--- config.mk ---
export PLATFORM = sky130hd
export DESIGN_NAME = short_data_address_packet_codec
export DESIGN_NICKNAME = d
export VERILOG_FILES = /design/src/logic/sdap_pkg.sv /design/src/logic/sdap_fifo.sv /design/src/logic/short_data_address_packet_codec.sv
export SDC_FILE = /design/constraint.sdc
export NUM_CORES = 1
export LEC_CHECK = 0
export ABC_AREA = 1
export BUFFER_PORTS_ARGS = -buffer_cell sky130_fd_sc_hd__buf_2
export CAP_MARGIN = 10
export CORE_ASPECT_RATIO = 1.5
export CORE_MARGIN = 2
export CORE_UTILIZATION = 62
export CTS_BUF_LIST = sky130_fd_sc_hd__clkbuf_2 sky130_fd_sc_hd__clkbuf_4 sky130_fd_sc_hd__clkbuf_8
export DETAILED_ROUTE_END_ITERATION = 8
export PLACE_DENSITY = 0.82
export SKIP_CTS_REPAIR_TIMING = 1
export SLEW_MARGIN = 20
export SYNTH_ARGS = -nofsm -noshare
export SYNTH_HDL_FRONTEND = slang
export SYNTH_SLANG_ARGS = --single-unit
--- constraint.sdc ---
create_clock -name I_CLOCK -period 4.5 [get_ports I_CLOCK]
set_input_delay 0.225 -clock I_CLOCK [delete_from_list [all_inputs] [get_ports I_CLOCK]]
set_output_delay 0.225 -clock I_CLOCK [all_outputs]
set_load 0.01 [all_outputs]
--- src/logic/sdap_pkg.sv ---
// Constants, types and helpers for the short data address packet encoder
package sdap_pkg;

	localparam int          ADDR_W        = 64;
	localparam int          HIST_N        = 3;
	localparam logic [1:0]  WORD_LOW      = 2'h0;
	localparam logic [1:0]  HALF_LOW      = 2'h2;
	localparam logic [1:0]  HDR_SHORT_TAG = 2'h2;
	localparam logic [5:0]  HDR_BYTE_TAG  = 6'h05;
	localparam logic [3:0]  HDR_HALF_TAG  = 4'h6;
	localparam logic [1:0]  SEL_STEP2     = 2'h3;
	localparam logic [63:0] HIST_RESET    = 64'h0000_0000_0000_0000;
	localparam int          FIFO_DEPTH    = 8;
	localparam int          FIFO_WIDTH    = 8;
	localparam int          LSB_HALF      = 4;
	localparam int          LSB_SHORT     = 6;
	localparam int          LSB_BYTE      = 10;
	localparam int          RDY_SLACK     = 3;

	typedef enum logic [1:0] {
		ST_IDLE    = 2'b01,
		ST_PAYLOAD = 2'b10
	} enc_state_e;

	// Bits from lsb upward of two addresses agree
	function automatic logic above_match(input logic [63:0] a,
		input logic [63:0] b, input int lsb);
		above_match = ((a ^ b) >> lsb) == 64'h0000_0000_0000_0000;
	endfunction : above_match

	// {usable, select code} from per-entry matches and the +2 request
	function automatic logic [2:0] pick_select(input logic [2:0] m,
		input logic step2);
		if (step2) begin
			pick_select = {m[0], SEL_STEP2};
		end else if (m[0]) begin
			pick_select = 3'h4;
		end else if (m[1]) begin
			pick_select = 3'h5;
		end else begin
			pick_select = {m[2], 2'h2};
		end
	endfunction : pick_select

	// History entry named by a select code
	function automatic logic [1:0] select_entry(input logic [1:0] code);
		select_entry = (code == SEL_STEP2) ? 2'h0 : code;
	endfunction : select_entry

endpackage : sdap_pkg

--- src/logic/sdap_fifo.sv ---
// Byte FIFO with registered output stage
`timescale 1ns/1ps
`default_nettype none
module sdap_fifo
	import sdap_pkg::*;
#(
	parameter int WIDTH = FIFO_WIDTH,
	parameter int DEPTH = FIFO_DEPTH
) (
	input  wire logic             i_clk,
	input  wire logic             i_rstn,
	input  wire logic             i_in_valid,
	input  wire logic [WIDTH-1:0] i_in_data,
	output logic                  o_in_ready,
	output logic [$clog2(DEPTH+1)-1:0] o_level,
	output logic                  o_out_valid,
	output logic [WIDTH-1:0]      o_out_data,
	input  wire logic             i_out_ready
);
	localparam int AW = $clog2(DEPTH);
	localparam int CW = $clog2(DEPTH+1);

	localparam bit POW2 = (DEPTH & (DEPTH - 1)) == 0;

	if (DEPTH < 4 || !POW2 || WIDTH < 1) begin : g_bad_cfg
		$error("sdap_fifo: DEPTH must be a power of two >= 4");
	end

	logic [WIDTH-1:0] mem_q [DEPTH];
	logic [AW-1:0]    wr_q;
	logic [AW-1:0]    rd_q;
	logic [CW-1:0]    cnt_q;
	logic             ov_q;
	logic [WIDTH-1:0] od_q;

	wire push = i_in_valid && o_in_ready;
	wire load = (cnt_q != '0) && (!ov_q || i_out_ready);
	wire drop = ov_q && i_out_ready && !load;

	assign o_in_ready  = cnt_q != CW'(DEPTH);
	assign o_level     = cnt_q;
	assign o_out_valid = ov_q;
	assign o_out_data  = od_q;

	always_ff @(posedge i_clk) begin
		if (push) begin
			mem_q[wr_q] <= i_in_data;
		end
	end

	always_ff @(posedge i_clk or negedge i_rstn) begin
		if (!i_rstn) begin
			wr_q  <= '0;
			rd_q  <= '0;
			cnt_q <= '0;
			ov_q  <= 1'b0;
			od_q  <= '0;
		end else begin
			wr_q  <= push ? wr_q + AW'(1) : wr_q;
			rd_q  <= load ? rd_q + AW'(1) : rd_q;
			cnt_q <= cnt_q + CW'(push) - CW'(load);
			ov_q  <= load ? 1'b1 : (drop ? 1'b0 : ov_q);
			od_q  <= load ? mem_q[rd_q] : od_q;
		end
	end
endmodule : sdap_fifo
`default_nettype wire

--- src/logic/short_data_address_packet_codec.sv ---
// Short data address packet encoder with address history and keys
`timescale 1ns/1ps
`default_nettype none
module short_data_address_packet_codec
	import sdap_pkg::*;
#(
	parameter int LKEY_W   = 8,
	parameter int RKEY_W   = 8,
	parameter int RKEY_MAX = 256,
	parameter int INDEX_W  = 4
) (
	input  wire logic              I_CLOCK,
	input  wire logic              I_RSTN,
	input  wire logic              I_XFER_VALID,
	input  wire logic [63:0]       I_XFER_ADDR,
	input  wire logic              I_XFER_STEP2,
	output logic                   O_XFER_READY,
	output logic                   O_XFER_REJECT,
	input  wire logic              I_ENDIAN_LOAD,
	input  wire logic              I_ENDIAN_BIG,
	output logic                   O_BYTE_VALID,
	output logic [7:0]             O_BYTE_DATA,
	input  wire logic              I_BYTE_READY,
	output logic                   O_ELEM_VALID,
	output logic [63:0]            O_ELEM_ADDR,
	output logic                   O_ELEM_BIG,
	output logic [LKEY_W-1:0]      O_ELEM_LEFT_KEY,
	output logic [RKEY_W-1:0]      O_ELEM_RIGHT_KEY,
	output logic [INDEX_W-1:0]     O_ELEM_INDEX
);
	localparam int LW = $clog2(FIFO_DEPTH+1);

	// Right key counter must hold every key below the wrap count
	if (RKEY_MAX < 2 || RKEY_MAX > (1 << RKEY_W)) begin : g_bad_rkey
		$error("codec: RKEY_MAX must be 2..2**RKEY_W");
	end
	// Left key needs room for the +2 step
	if (LKEY_W < 2) begin : g_bad_lkey
		$error("codec: LKEY_W must be at least 2");
	end
	if (INDEX_W < 1) begin : g_bad_index
		$error("codec: INDEX_W must be at least 1");
	end
	// Header and payload must both fit above the ready threshold
	if (FIFO_DEPTH <= RDY_SLACK) begin : g_bad_depth
		$error("codec: FIFO_DEPTH too small for ready slack");
	end

	enc_state_e        st_q;
	enc_state_e        st_d;
	logic [63:0]       hist_q [HIST_N];
	logic [LKEY_W-1:0] lkey_q;
	logic [RKEY_W-1:0] rkey_q;
	logic              big_q;
	logic [7:0]        pay_q;
	logic              rdy_q;
	logic              rej_q;
	logic              ev_q;
	logic [63:0]       ea_q;
	logic              eb_q;
	logic [LKEY_W-1:0] el_q;
	logic [INDEX_W-1:0] ei_q;

	logic              f_ready;
	logic [LW-1:0]     f_level;

	// Per-entry matches above each form's carried bits
	logic [2:0] m4;
	logic [2:0] m6;
	logic [2:0] m10;
	always_comb begin
		for (int i = 0; i < HIST_N; i++) begin
			m4[i]  = above_match(hist_q[i], I_XFER_ADDR, LSB_HALF);
			m6[i]  = above_match(hist_q[i], I_XFER_ADDR, LSB_SHORT);
			m10[i] = above_match(hist_q[i], I_XFER_ADDR, LSB_BYTE);
		end
	end

	wire       is_half = I_XFER_ADDR[1:0] == HALF_LOW;
	wire       is_word = I_XFER_ADDR[1:0] == WORD_LOW;
	wire [2:0] p4      = pick_select(m4, I_XFER_STEP2);
	wire [2:0] p6      = pick_select(m6, I_XFER_STEP2);
	wire [2:0] p10     = pick_select(m10, I_XFER_STEP2);
	wire       use_hw  = is_half && p4[2];
	wire       use_w4  = is_word && p6[2];
	wire       use_w8  = is_word && !p6[2] && p10[2];
	wire       can_enc = use_hw || use_w4 || use_w8;
	wire [1:0] sel     = use_hw ? p4[1:0] : (use_w4 ? p6[1:0] : p10[1:0]);
	wire [1:0] entry   = select_entry(sel);
	wire [63:0] base   = hist_q[entry];

	// Address as the analyzer rebuilds it from the selected entry
	wire [63:0] addr_hw = {base[63:4], I_XFER_ADDR[3:2], HALF_LOW};
	wire [63:0] addr_w4 = {base[63:6], I_XFER_ADDR[5:2], WORD_LOW};
	wire [63:0] addr_w8 = {base[63:10], I_XFER_ADDR[9:2], WORD_LOW};
	wire [63:0] rebuilt = use_hw ? addr_hw : (use_w4 ? addr_w4 : addr_w8);

	// Header bytes for each form
	wire [7:0] hdr_hw = {HDR_HALF_TAG, I_XFER_ADDR[3:2], sel};
	wire [7:0] hdr_w4 = {HDR_SHORT_TAG, I_XFER_ADDR[5:2], sel};
	wire [7:0] hdr_w8 = {HDR_BYTE_TAG, sel};
	wire [7:0] header = use_hw ? hdr_hw : (use_w4 ? hdr_w4 : hdr_w8);

	wire take    = I_XFER_VALID && rdy_q && f_ready && (st_q == ST_IDLE);
	wire accept  = take && can_enc;
	wire reject  = take && !can_enc;
	wire pay_put = (st_q == ST_PAYLOAD) && f_ready;
	wire f_push  = accept || pay_put;
	wire [7:0] f_data = (st_q == ST_PAYLOAD) ? pay_q : header;

	wire              step2_sel = sel == SEL_STEP2;
	wire [LKEY_W-1:0] lkey_inc  = step2_sel ? LKEY_W'(2) : LKEY_W'(1);
	wire [LKEY_W-1:0] lkey_d    = lkey_q + lkey_inc;
	wire              rkey_wrap = rkey_q == RKEY_W'(RKEY_MAX - 1);
	wire [RKEY_W-1:0] rkey_d    = rkey_wrap ? '0 : rkey_q + RKEY_W'(1);

	always_comb begin
		st_d = st_q;
		unique case (st_q)
			ST_IDLE: begin
				if (accept && use_w8) begin
					st_d = ST_PAYLOAD;
				end
			end
			ST_PAYLOAD: begin
				if (pay_put) begin
					st_d = ST_IDLE;
				end
			end
			default: st_d = ST_IDLE;
		endcase
	end

	// Leave room for a header and its payload byte
	wire rdy_d = (st_d == ST_IDLE) &&
		(f_level <= LW'(FIFO_DEPTH - RDY_SLACK));

	always_ff @(posedge I_CLOCK or negedge I_RSTN) begin
		if (!I_RSTN) begin
			st_q  <= ST_IDLE;
			rdy_q <= 1'b0;
			rej_q <= 1'b0;
		end else begin
			st_q  <= st_d;
			rdy_q <= rdy_d;
			rej_q <= reject;
		end
	end

	// Payload byte of the eight-bit form, pushed one cycle after its header
	always_ff @(posedge I_CLOCK or negedge I_RSTN) begin
		if (!I_RSTN) begin
			pay_q <= 8'h00;
		end else begin
			pay_q <= accept ? I_XFER_ADDR[9:2] : pay_q;
		end
	end

	always_ff @(posedge I_CLOCK or negedge I_RSTN) begin
		if (!I_RSTN) begin
			for (int i = 0; i < HIST_N; i++) begin
				hist_q[i] <= HIST_RESET;
			end
		end else if (accept) begin
			hist_q[entry] <= rebuilt;
		end
	end

	// Stored endianness for elements that carry none of their own
	always_ff @(posedge I_CLOCK or negedge I_RSTN) begin
		if (!I_RSTN) begin
			lkey_q <= '0;
			rkey_q <= '0;
			big_q  <= 1'b0;
		end else begin
			lkey_q <= accept ? lkey_d : lkey_q;
			rkey_q <= accept ? rkey_d : rkey_q;
			big_q  <= I_ENDIAN_LOAD ? I_ENDIAN_BIG : big_q;
		end
	end

	always_ff @(posedge I_CLOCK or negedge I_RSTN) begin
		if (!I_RSTN) begin
			ev_q <= 1'b0;
		end else begin
			ev_q <= accept;
		end
	end

	// Element fields stand until the next accepted packet
	always_ff @(posedge I_CLOCK or negedge I_RSTN) begin
		if (!I_RSTN) begin
			ea_q <= HIST_RESET;
			eb_q <= 1'b0;
			el_q <= '0;
			ei_q <= '0;
		end else if (accept) begin
			ea_q <= rebuilt;
			eb_q <= big_q;
			el_q <= lkey_d;
			ei_q <= '0;
		end
	end

	sdap_fifo #(
		.WIDTH (FIFO_WIDTH),
		.DEPTH (FIFO_DEPTH)
	) u_fifo (
		.i_clk       (I_CLOCK),
		.i_rstn      (I_RSTN),
		.i_in_valid  (f_push),
		.i_in_data   (f_data),
		.o_in_ready  (f_ready),
		.o_level     (f_level),
		.o_out_valid (O_BYTE_VALID),
		.o_out_data  (O_BYTE_DATA),
		.i_out_ready (I_BYTE_READY)
	);

	assign O_XFER_READY     = rdy_q;
	assign O_XFER_REJECT    = rej_q;
	assign O_ELEM_VALID     = ev_q;
	assign O_ELEM_ADDR      = ea_q;
	assign O_ELEM_BIG       = eb_q;
	assign O_ELEM_LEFT_KEY  = el_q;
	assign O_ELEM_RIGHT_KEY = rkey_q;
	assign O_ELEM_INDEX     = ei_q;
endmodule : short_data_address_packet_codec
`default_nettype wire

==> Yosys cells after proc, flatten, opt, wreduce, memory -nomap -nowiden <==
Memory sizes are Yosys's and may differ from the RTL's. A register that Yosys moved wholly into a read port is not among the register bits.
Index checks and enable logic that the tools add are counted.
W data, S select, Z words.
{ "totals": {"register_bits": 298, "latch_bits": 0, "mem_bits_rw": 64, "rom_bits": 0, "in_bits": 71, "output_inout_bits": 97, "word_cells": 108, "n_memories": 1} }
{ "op_classes": {"add_sub_neg": 6, "mul": 0, "div_mod_pow": 0, "n_lt_le_gt_ge": 3, "n_eq_ne": 7, "n_shift": 0, "mux": 32, "bitwise_logic": 4, "reduce_logical": 38} }
{ "mem_list": {"columns": ["name", "depth", "width", "rd", "rd_ports_with_merged_regs", "wr", "line", "rtl"], "rows": [
  ["u_fifo.mem_q", 8, 8, 1, 1, 1, "sdap_fifo.sv:29", "logic [WIDTH-1:0] mem_q [DEPTH];"]
]} }
{ "op_table": {"columns": ["cell", "count"], "rows": [
  ["$logic_not A64 Y1", 9],
  ["$bwmux W192", 1],
  ["$mux W64", 3],
  ["$xor A64 B64 Y64", 3],
  ["$bmux W64 S2", 1],
  ["$demux W64 S2", 1],
  ["$mux W8", 4],
  ["$mux W3", 9],
  ["$mux W10", 2],
  ["$logic_and A1 B1 Y1", 17],
  ["$mux W2", 6],
  ["$add A8 B1 Y8 const B", 1],
  ["$add A8 B2 Y8", 1],
  ["$eq A8 B8 Y1 const B", 1],
  ["$add A3 B1 Y3 const B", 2],
  ["$eq A2 B2 Y1 const B", 3],
  ["$logic_not A1 Y1", 5],
  ["$add A4 B1 Y4", 1],
  ["$eq A2 B1 Y1 const B", 2],
  ["$le A4 B3 Y1 const B", 1],
  ["$logic_or A1 B1 Y1", 4],
  ["$mux W1", 4],
  ["$ne A4 B4 Y1 const B", 1],
  ["$pmux W2 S2", 1],
  ["7 further kinds", 7]
]} }

==> Depth between registers and ports, before layout <==
{ "logic_depth": {"word_depth": 17, "mapped_depth": 31} }

==> Cells and area by module <==
A second synthesis with hierarchy kept.
{ "unflattened": {"cells_unflattened": 2659, "area_unflattened_um2": 19979.2} }
{ "modules_own_cells": {"columns": ["mod", "n_inst", "cells_each", "area_each_um2", "seq_area_each_um2"], "rows": [
  ["short_data_address_packet_codec", 1, 2312, 16325.7, 6807.8],
  ["sdap_fifo", 1, 347, 3653.5, 2397.3]
]} }

==> Least setup slack after synthesis <==
OpenSTA, ideal clock, no wires.
{ "synth_timing": {"path_kind": "reg-to-reg", "startpoint": "register hist_q[137] (netlist bit)", "endpoint": "register hist_q[100] (netlist bit)", "arrival_ns": 3.485, "t_required_ns": 4.434, "setup_slack_ns": 0.949, "stages_incl_launch_ff": 24, "path_buffers": 4, "synth_period_minus_slack_ns": 3.551, "path_cell_list": "dfrtp_1 > or2_2 > nand4_1 > inv_1 > nand2_1 > nor2_1 > nand2_1 > nor2_1 > nand2_1 > nand2_1 > nand2_1 > clkbuf_1 > nand3_1 > nand2_1 > inv_1 > ha_1 > clkbuf_1 > inv_1 > clkbuf_1 > clkbuf_1 > a21oi_1 > a221oi_1 > nand3_1 > nand2_1"} }
{ "synth_between": {"elab_chain_cells": 15} }
{ "synth_lines": {"columns": ["element", "line", "rtl"], "rows": [
  ["from (decl)", "short_data_address_packet_codec.sv:51", "logic [63:0] hist_q [HIST_N];"],
  ["from (signal, indexed assignment)", "short_data_address_packet_codec.sv:165", "hist_q[entry] <= rebuilt;"],
  ["$xor A64 B64 Y64 (*)", "sdap_pkg.sv:28", "above_match = ((a ^ b) >> lsb) == 64'h0000_0000_0000_0000;"],
  ["$logic_not A64 Y1", "sdap_pkg.sv:28", null],
  ["$mux W3", "sdap_pkg.sv:36", "end else if (m[0]) begin"],
  ["$mux W3", "sdap_pkg.sv:34", "if (step2) begin"],
  ["$logic_and A1 B1 Y1", "short_data_address_packet_codec.sv:85", "wire use_w4 = is_word && p6[2];"],
  ["$mux W2 (2 in series)", "short_data_address_packet_codec.sv:88", "wire [1:0] sel = use_hw ? p4[1:0] : (use_w4 ? p6[1:0] : p10[1:0]);"],
  ["$eq A2 B2 Y1", "sdap_pkg.sv:47", "select_entry = (code == SEL_STEP2) ? 2'h0 : code;"],
  ["$mux W2", "sdap_pkg.sv:47", null],
  ["$not A2 Y3 (implied by the code)", "short_data_address_packet_codec.sv:90, short_data_address_packet_codec.sv:165", null],
  ["$ge A3 B3 Y1 (implied by the code) or $lt A3 B1 Y1 (tied branches)", "short_data_address_packet_codec.sv:165", null],
  ["$logic_and A1 B1 Y1 (implied by the code)", "short_data_address_packet_codec.sv:165", null],
  ["$mux W64 (implied by the code)", "short_data_address_packet_codec.sv:165", null],
  ["$demux W64 S2", "short_data_address_packet_codec.sv:165", null],
  ["$bwmux W192", "short_data_address_packet_codec.sv:165", null]
]} }
Every way passes the cells marked *; elsewhere a longest branch is shown, timed or not. The select of a mux whose other input is x is not followed.
A chain may end at the register's enable or synchronous reset.

==> Final worst setup path <==
{ "layout_timing": {"startpoint": "register hist_q[95] (netlist bit)", "endpoint": "register hist_q[141] (netlist bit)"} }
{ "layout_between": {"elab_chain_cells": 16} }
{ "layout_lines": {"columns": ["element", "line", "rtl"], "rows": [
  ["$xor A64 B64 Y64 (*)", "sdap_pkg.sv:28", null],
  ["$logic_not A64 Y1", "sdap_pkg.sv:28", null],
  ["$mux W3", "sdap_pkg.sv:38", "end else if (m[1]) begin"],
  ["$mux W3", "sdap_pkg.sv:36", null],
  ["$mux W3", "sdap_pkg.sv:34", null],
  ["$logic_and A1 B1 Y1", "short_data_address_packet_codec.sv:85", null],
  ["$mux W2 (2 in series)", "short_data_address_packet_codec.sv:88", null],
  ["$eq A2 B2 Y1", "sdap_pkg.sv:47", null],
  ["$mux W2", "sdap_pkg.sv:47", null],
  ["$not A2 Y3 (implied by the code)", "short_data_address_packet_codec.sv:90, short_data_address_packet_codec.sv:165", null],
  ["$ge A3 B3 Y1 (implied by the code) or $lt A3 B1 Y1 (tied branches)", "short_data_address_packet_codec.sv:165", null],
  ["$logic_and A1 B1 Y1 (implied by the code)", "short_data_address_packet_codec.sv:165", null],
  ["$mux W64 (implied by the code)", "short_data_address_packet_codec.sv:165", null],
  ["$demux W64 S2", "short_data_address_packet_codec.sv:165", null],
  ["$bwmux W192", "short_data_address_packet_codec.sv:165", null]
]} }
Marks and branches as above.

==> impl_metrics.py <==
metrics = {
    "layout": {
        "multi_input_area_um2": 8610,
        "drive_above_1_share": 0.130,
        "register_area_um2": 9210,
        "layout.nets": 2841,
        "final_cells": 3205,
        "final_common_cell": "nand2_1",
        "fillers": 2530,
        "final_cell_mix": "nand2_1 (1118), dfrtp_1 (290), nand3_1 (213)",
        "area_growth_pct": 12.3,
    },
    "outcome": {
        "violations": "negative hold slack",
        "status": "finished with violations",
    },
    "floorplanning": {
        "rows": 79,
        "dieArea_um2": 32600,
        "start_util": 0.626,
        "io_pins": 168,
        "coreArea_um2": 30800,
        "die_h_um": 220,
        "die_x_um": 148,
    },
    "power": {
        "p_leak_nw": 11.4,
        "max-vdd-ir-drop_mv": 0.201,
        "power_mw": 7.30,
        "powerDensity_nw_per_um2": 336,
    },
    "clock_tree": {
        "path_clk_slew_ns": 0.07,
        "cts_buffers": 54,
        "htree_levels": 2,
        "cts_sinks": 355,
        "insertion_delay_ns": 0.62,
        "cts-root-buf": "clkbuf_8",
        "clock_path_buffers": 3,
        "cts_tree": "yes",
    },
    "sta": {
        "tightest_slew_ns": 0.959,
        "finalSetupViolCount": 0,
        "fin_worst_skew_ns": 0.0280,
        "whs_ns": -0.0000776,
        "final_max_slew_viol_count": 0,
        "timing.fmax_mhz": 243,
        "finalHoldViolCount": 1,
        "layout_min_cycle_time_ns": 4.12,
        "rsz0062_at_grt": "true",
        "relSlewSlack": 0.360,
        "min_period_over_period": 0.915,
        "setup_total_negative_slack_ns": 0,
    },
    "yosys": {
        "synth_seq_area_share": 0.477,
        "synth_edf_count": 64,
        "synthArstFlopShare": 0.820,
        "syn_inst": 2608,
        "yosys_warnings": 0,
        "synth_seq_cells": 355,
        "synth_area_um2": 19300,
        "yosys_most_used_dff": "dfrtp_1",
        "synth_cell_types": 43,
        "post_synth.cell_area_avg_um2": 7.40,
    },
    "global_route": {
        "grt_max_degree": 122,
        "grt_pass1_wl_um": 87100,
        "gr-usage-all-layers": 0.334,
        "antenna_found_initial": 8,
        "grt_pass1_vias": 17382,
        "overflow": 0,
    },
    "routing": {
        "dr.pass1.iters": 6,
        "wl_per_cell_um": 17.2,
        "drc": 0,
        "vias": 18082,
        "drt.antenna.violating_nets": 0,
        "vias_per_cell": 5.64,
        "drt_iter0_drc": 1581,
        "routed_wirelength_um": 55100,
    },
    "setup_path": {
        "end_kind": "flip-flop",
        "worstPathRequired_ns": 5.05,
        "r2r_cells": 24,
        "cp.arrival_ns": 4.67,
        "r2r_setup_slack_ns": 0.38,
        "setup.worst_path.start_class": "flip-flop",
        "critPathMaxFanout": 19,
        "crit_type": "reg -> reg",
    },
    "place": {
        "dp_hpwl_um": 36200,
        "gp_congestion": 0.912,
        "portBuffers": 162,
        "dp_cells": 3090,
    },
    "min_path": {
        "min_path_type": "in -> reg",
        "hold_depth": 3,
    },
    "run": {
        "cap_violations": 0,
    },
}
[cells by family after synthesis]
family,Yosys count,synth area share
buffers and inverters,364,0.0816
AOI/OAI and AO/OA,215,0.0684
other,1,0.000194
xor gates and xnor gates,74,0.0336
and+or+nand+nor,1579,0.326
adders and majority gates,20,0.0137
DFF,355,0.477
[state kept, by name, indices dropped and copies added, names as in the netlist, 4 cells and up]
| signal | flops |
|---|---|
| pay_q | 8 |
| O_ELEM_ADDR | 61 |
| u_fifo.mem_q | 64 |
| O_ELEM_LEFT_KEY | 8 |
| O_ELEM_RIGHT_KEY | 8 |
| u_fifo.o_out_data | 8 |
| u_fifo.o_level | 4 |
| hist_q | 180 |
[cell usage after synthesis (2+ instances only)]
cell type | instances | area, µm²
nand4_1 | 14 | 87.6
a211oi_1 | 15 | 113
o221ai_1 | 11 | 96.3
o22ai_1 | 20 | 125
nand2_2 | 2 | 12.5
xor2_1 | 42 | 368
fa_1 | 2 | 40.0
buf_2 | 18 | 90.1
o21ai_0 | 64 | 320
xnor2_1 | 32 | 280
a21oi_1 | 63 | 315
buf_4 | 15 | 113
edfxtp_1 | 64 | 1920
inv_2 | 43 | 161
buf_1 | 9 | 33.8
nor2_2 | 2 | 12.5
o211ai_1 | 8 | 60.1
clkbuf_1 | 73 | 274
nand3_1 | 216 | 1080
ha_1 | 18 | 225
buf_8 | 11 | 165
or2_2 | 2 | 12.5
dfrtp_1 | 290 | 7260
nor3_1 | 5 | 25.0
nor2_1 | 213 | 800
a221oi_1 | 27 | 236
nand2_1 | 1119 | 4200
o21a_1 | 3 | 22.5
inv_1 | 193 | 724
[worst paths after layout]
path / end / startpoint
max: hist_q[141]$_DFFE_PN0P_ / hist_q[95]$_DFFE_PN0P_
max reg2reg: hist_q[141]$_DFFE_PN0P_ / hist_q[95]$_DFFE_PN0P_
max in group asynchronous: hist_q[147]$_DFFE_PN0P_ / I_RSTN
min in group asynchronous: O_ELEM_RIGHT_KEY[4]$_DFFE_PN0P_ / I_RSTN
min reg2reg: u_fifo.o_out_data[6]$_DFFE_PN0P_ / u_fifo.o_out_data[6]$_DFFE_PN0P_
min: pay_q[7]$_DFFE_PN0P_ / I_XFER_ADDR[9]
[stage by stage]
step	cell area, µm²	setup WS [ns]	util
2_1_floorplan	19300	0.949	-
3_3_place_gp	20400	0.500	0.662
3_5_place_dp	20400	0.317	0.662
4_1_cts	21600	0.294	0.699
5_1_grt	21700	-0.0112	0.703
6_report	21700	0.381	0.703
[power by group]
part           internal, mW  switching (mW)  leakage (nW)  total (mW)
clock network          1.52            1.28         0.612        2.80
logic                 0.355           0.706          6.27        1.06
registers              3.35          0.0863          4.55        3.43
total                  5.22            2.07          11.4        7.30
[area by class of cell]
cell class | instances | share of cell area
flip-flops and latches | 355 | 0.424
multi-input cells | 1893 | 0.397
repair buffers | 209 | 0.0611
clock buffers | 88 | 0.0501
inverters | 237 | 0.0411
well taps | 405 | 0.0234
clock inverters | 12 | 0.00260
diodes | 6 | 0.000692
[routing by layer]
metal	part of all wire	wire length (µm)	track usage	vias up
met5	0.00098	54	0	-
met4	0.049	2720	0.176	8
met3	0.077	4270	0.0581	223
met2	0.50	27700	0.591	814
met1	0.37	20400	0.388	8515
li1	-	-	-	8522
[critical path: stages, from the launching register on]
cell      delay [ns]
dfrtp_1         0.37
inv_1           0.07
nand2_1         0.05
nand2_1         0.05
nor2_1          0.17
nand2_1         0.12
nor2_1          0.16
nand2_1         0.09
nor2_1          0.28
nand2_1         0.12
nand2_1         0.10
nand2_2         0.07
nand2_2         0.08
nand2_1         0.28
nand2_1         0.16
nand3_1         0.07
nand2_1         0.16
inv_1           0.09
ha_2            0.23
inv_4           0.23
buf_4           0.28
a21oi_1         0.09
a211oi_1        0.47
nand3_1         0.16
nand2_1         0.11
No activity file was read; power rests on OpenSTA's default activity.
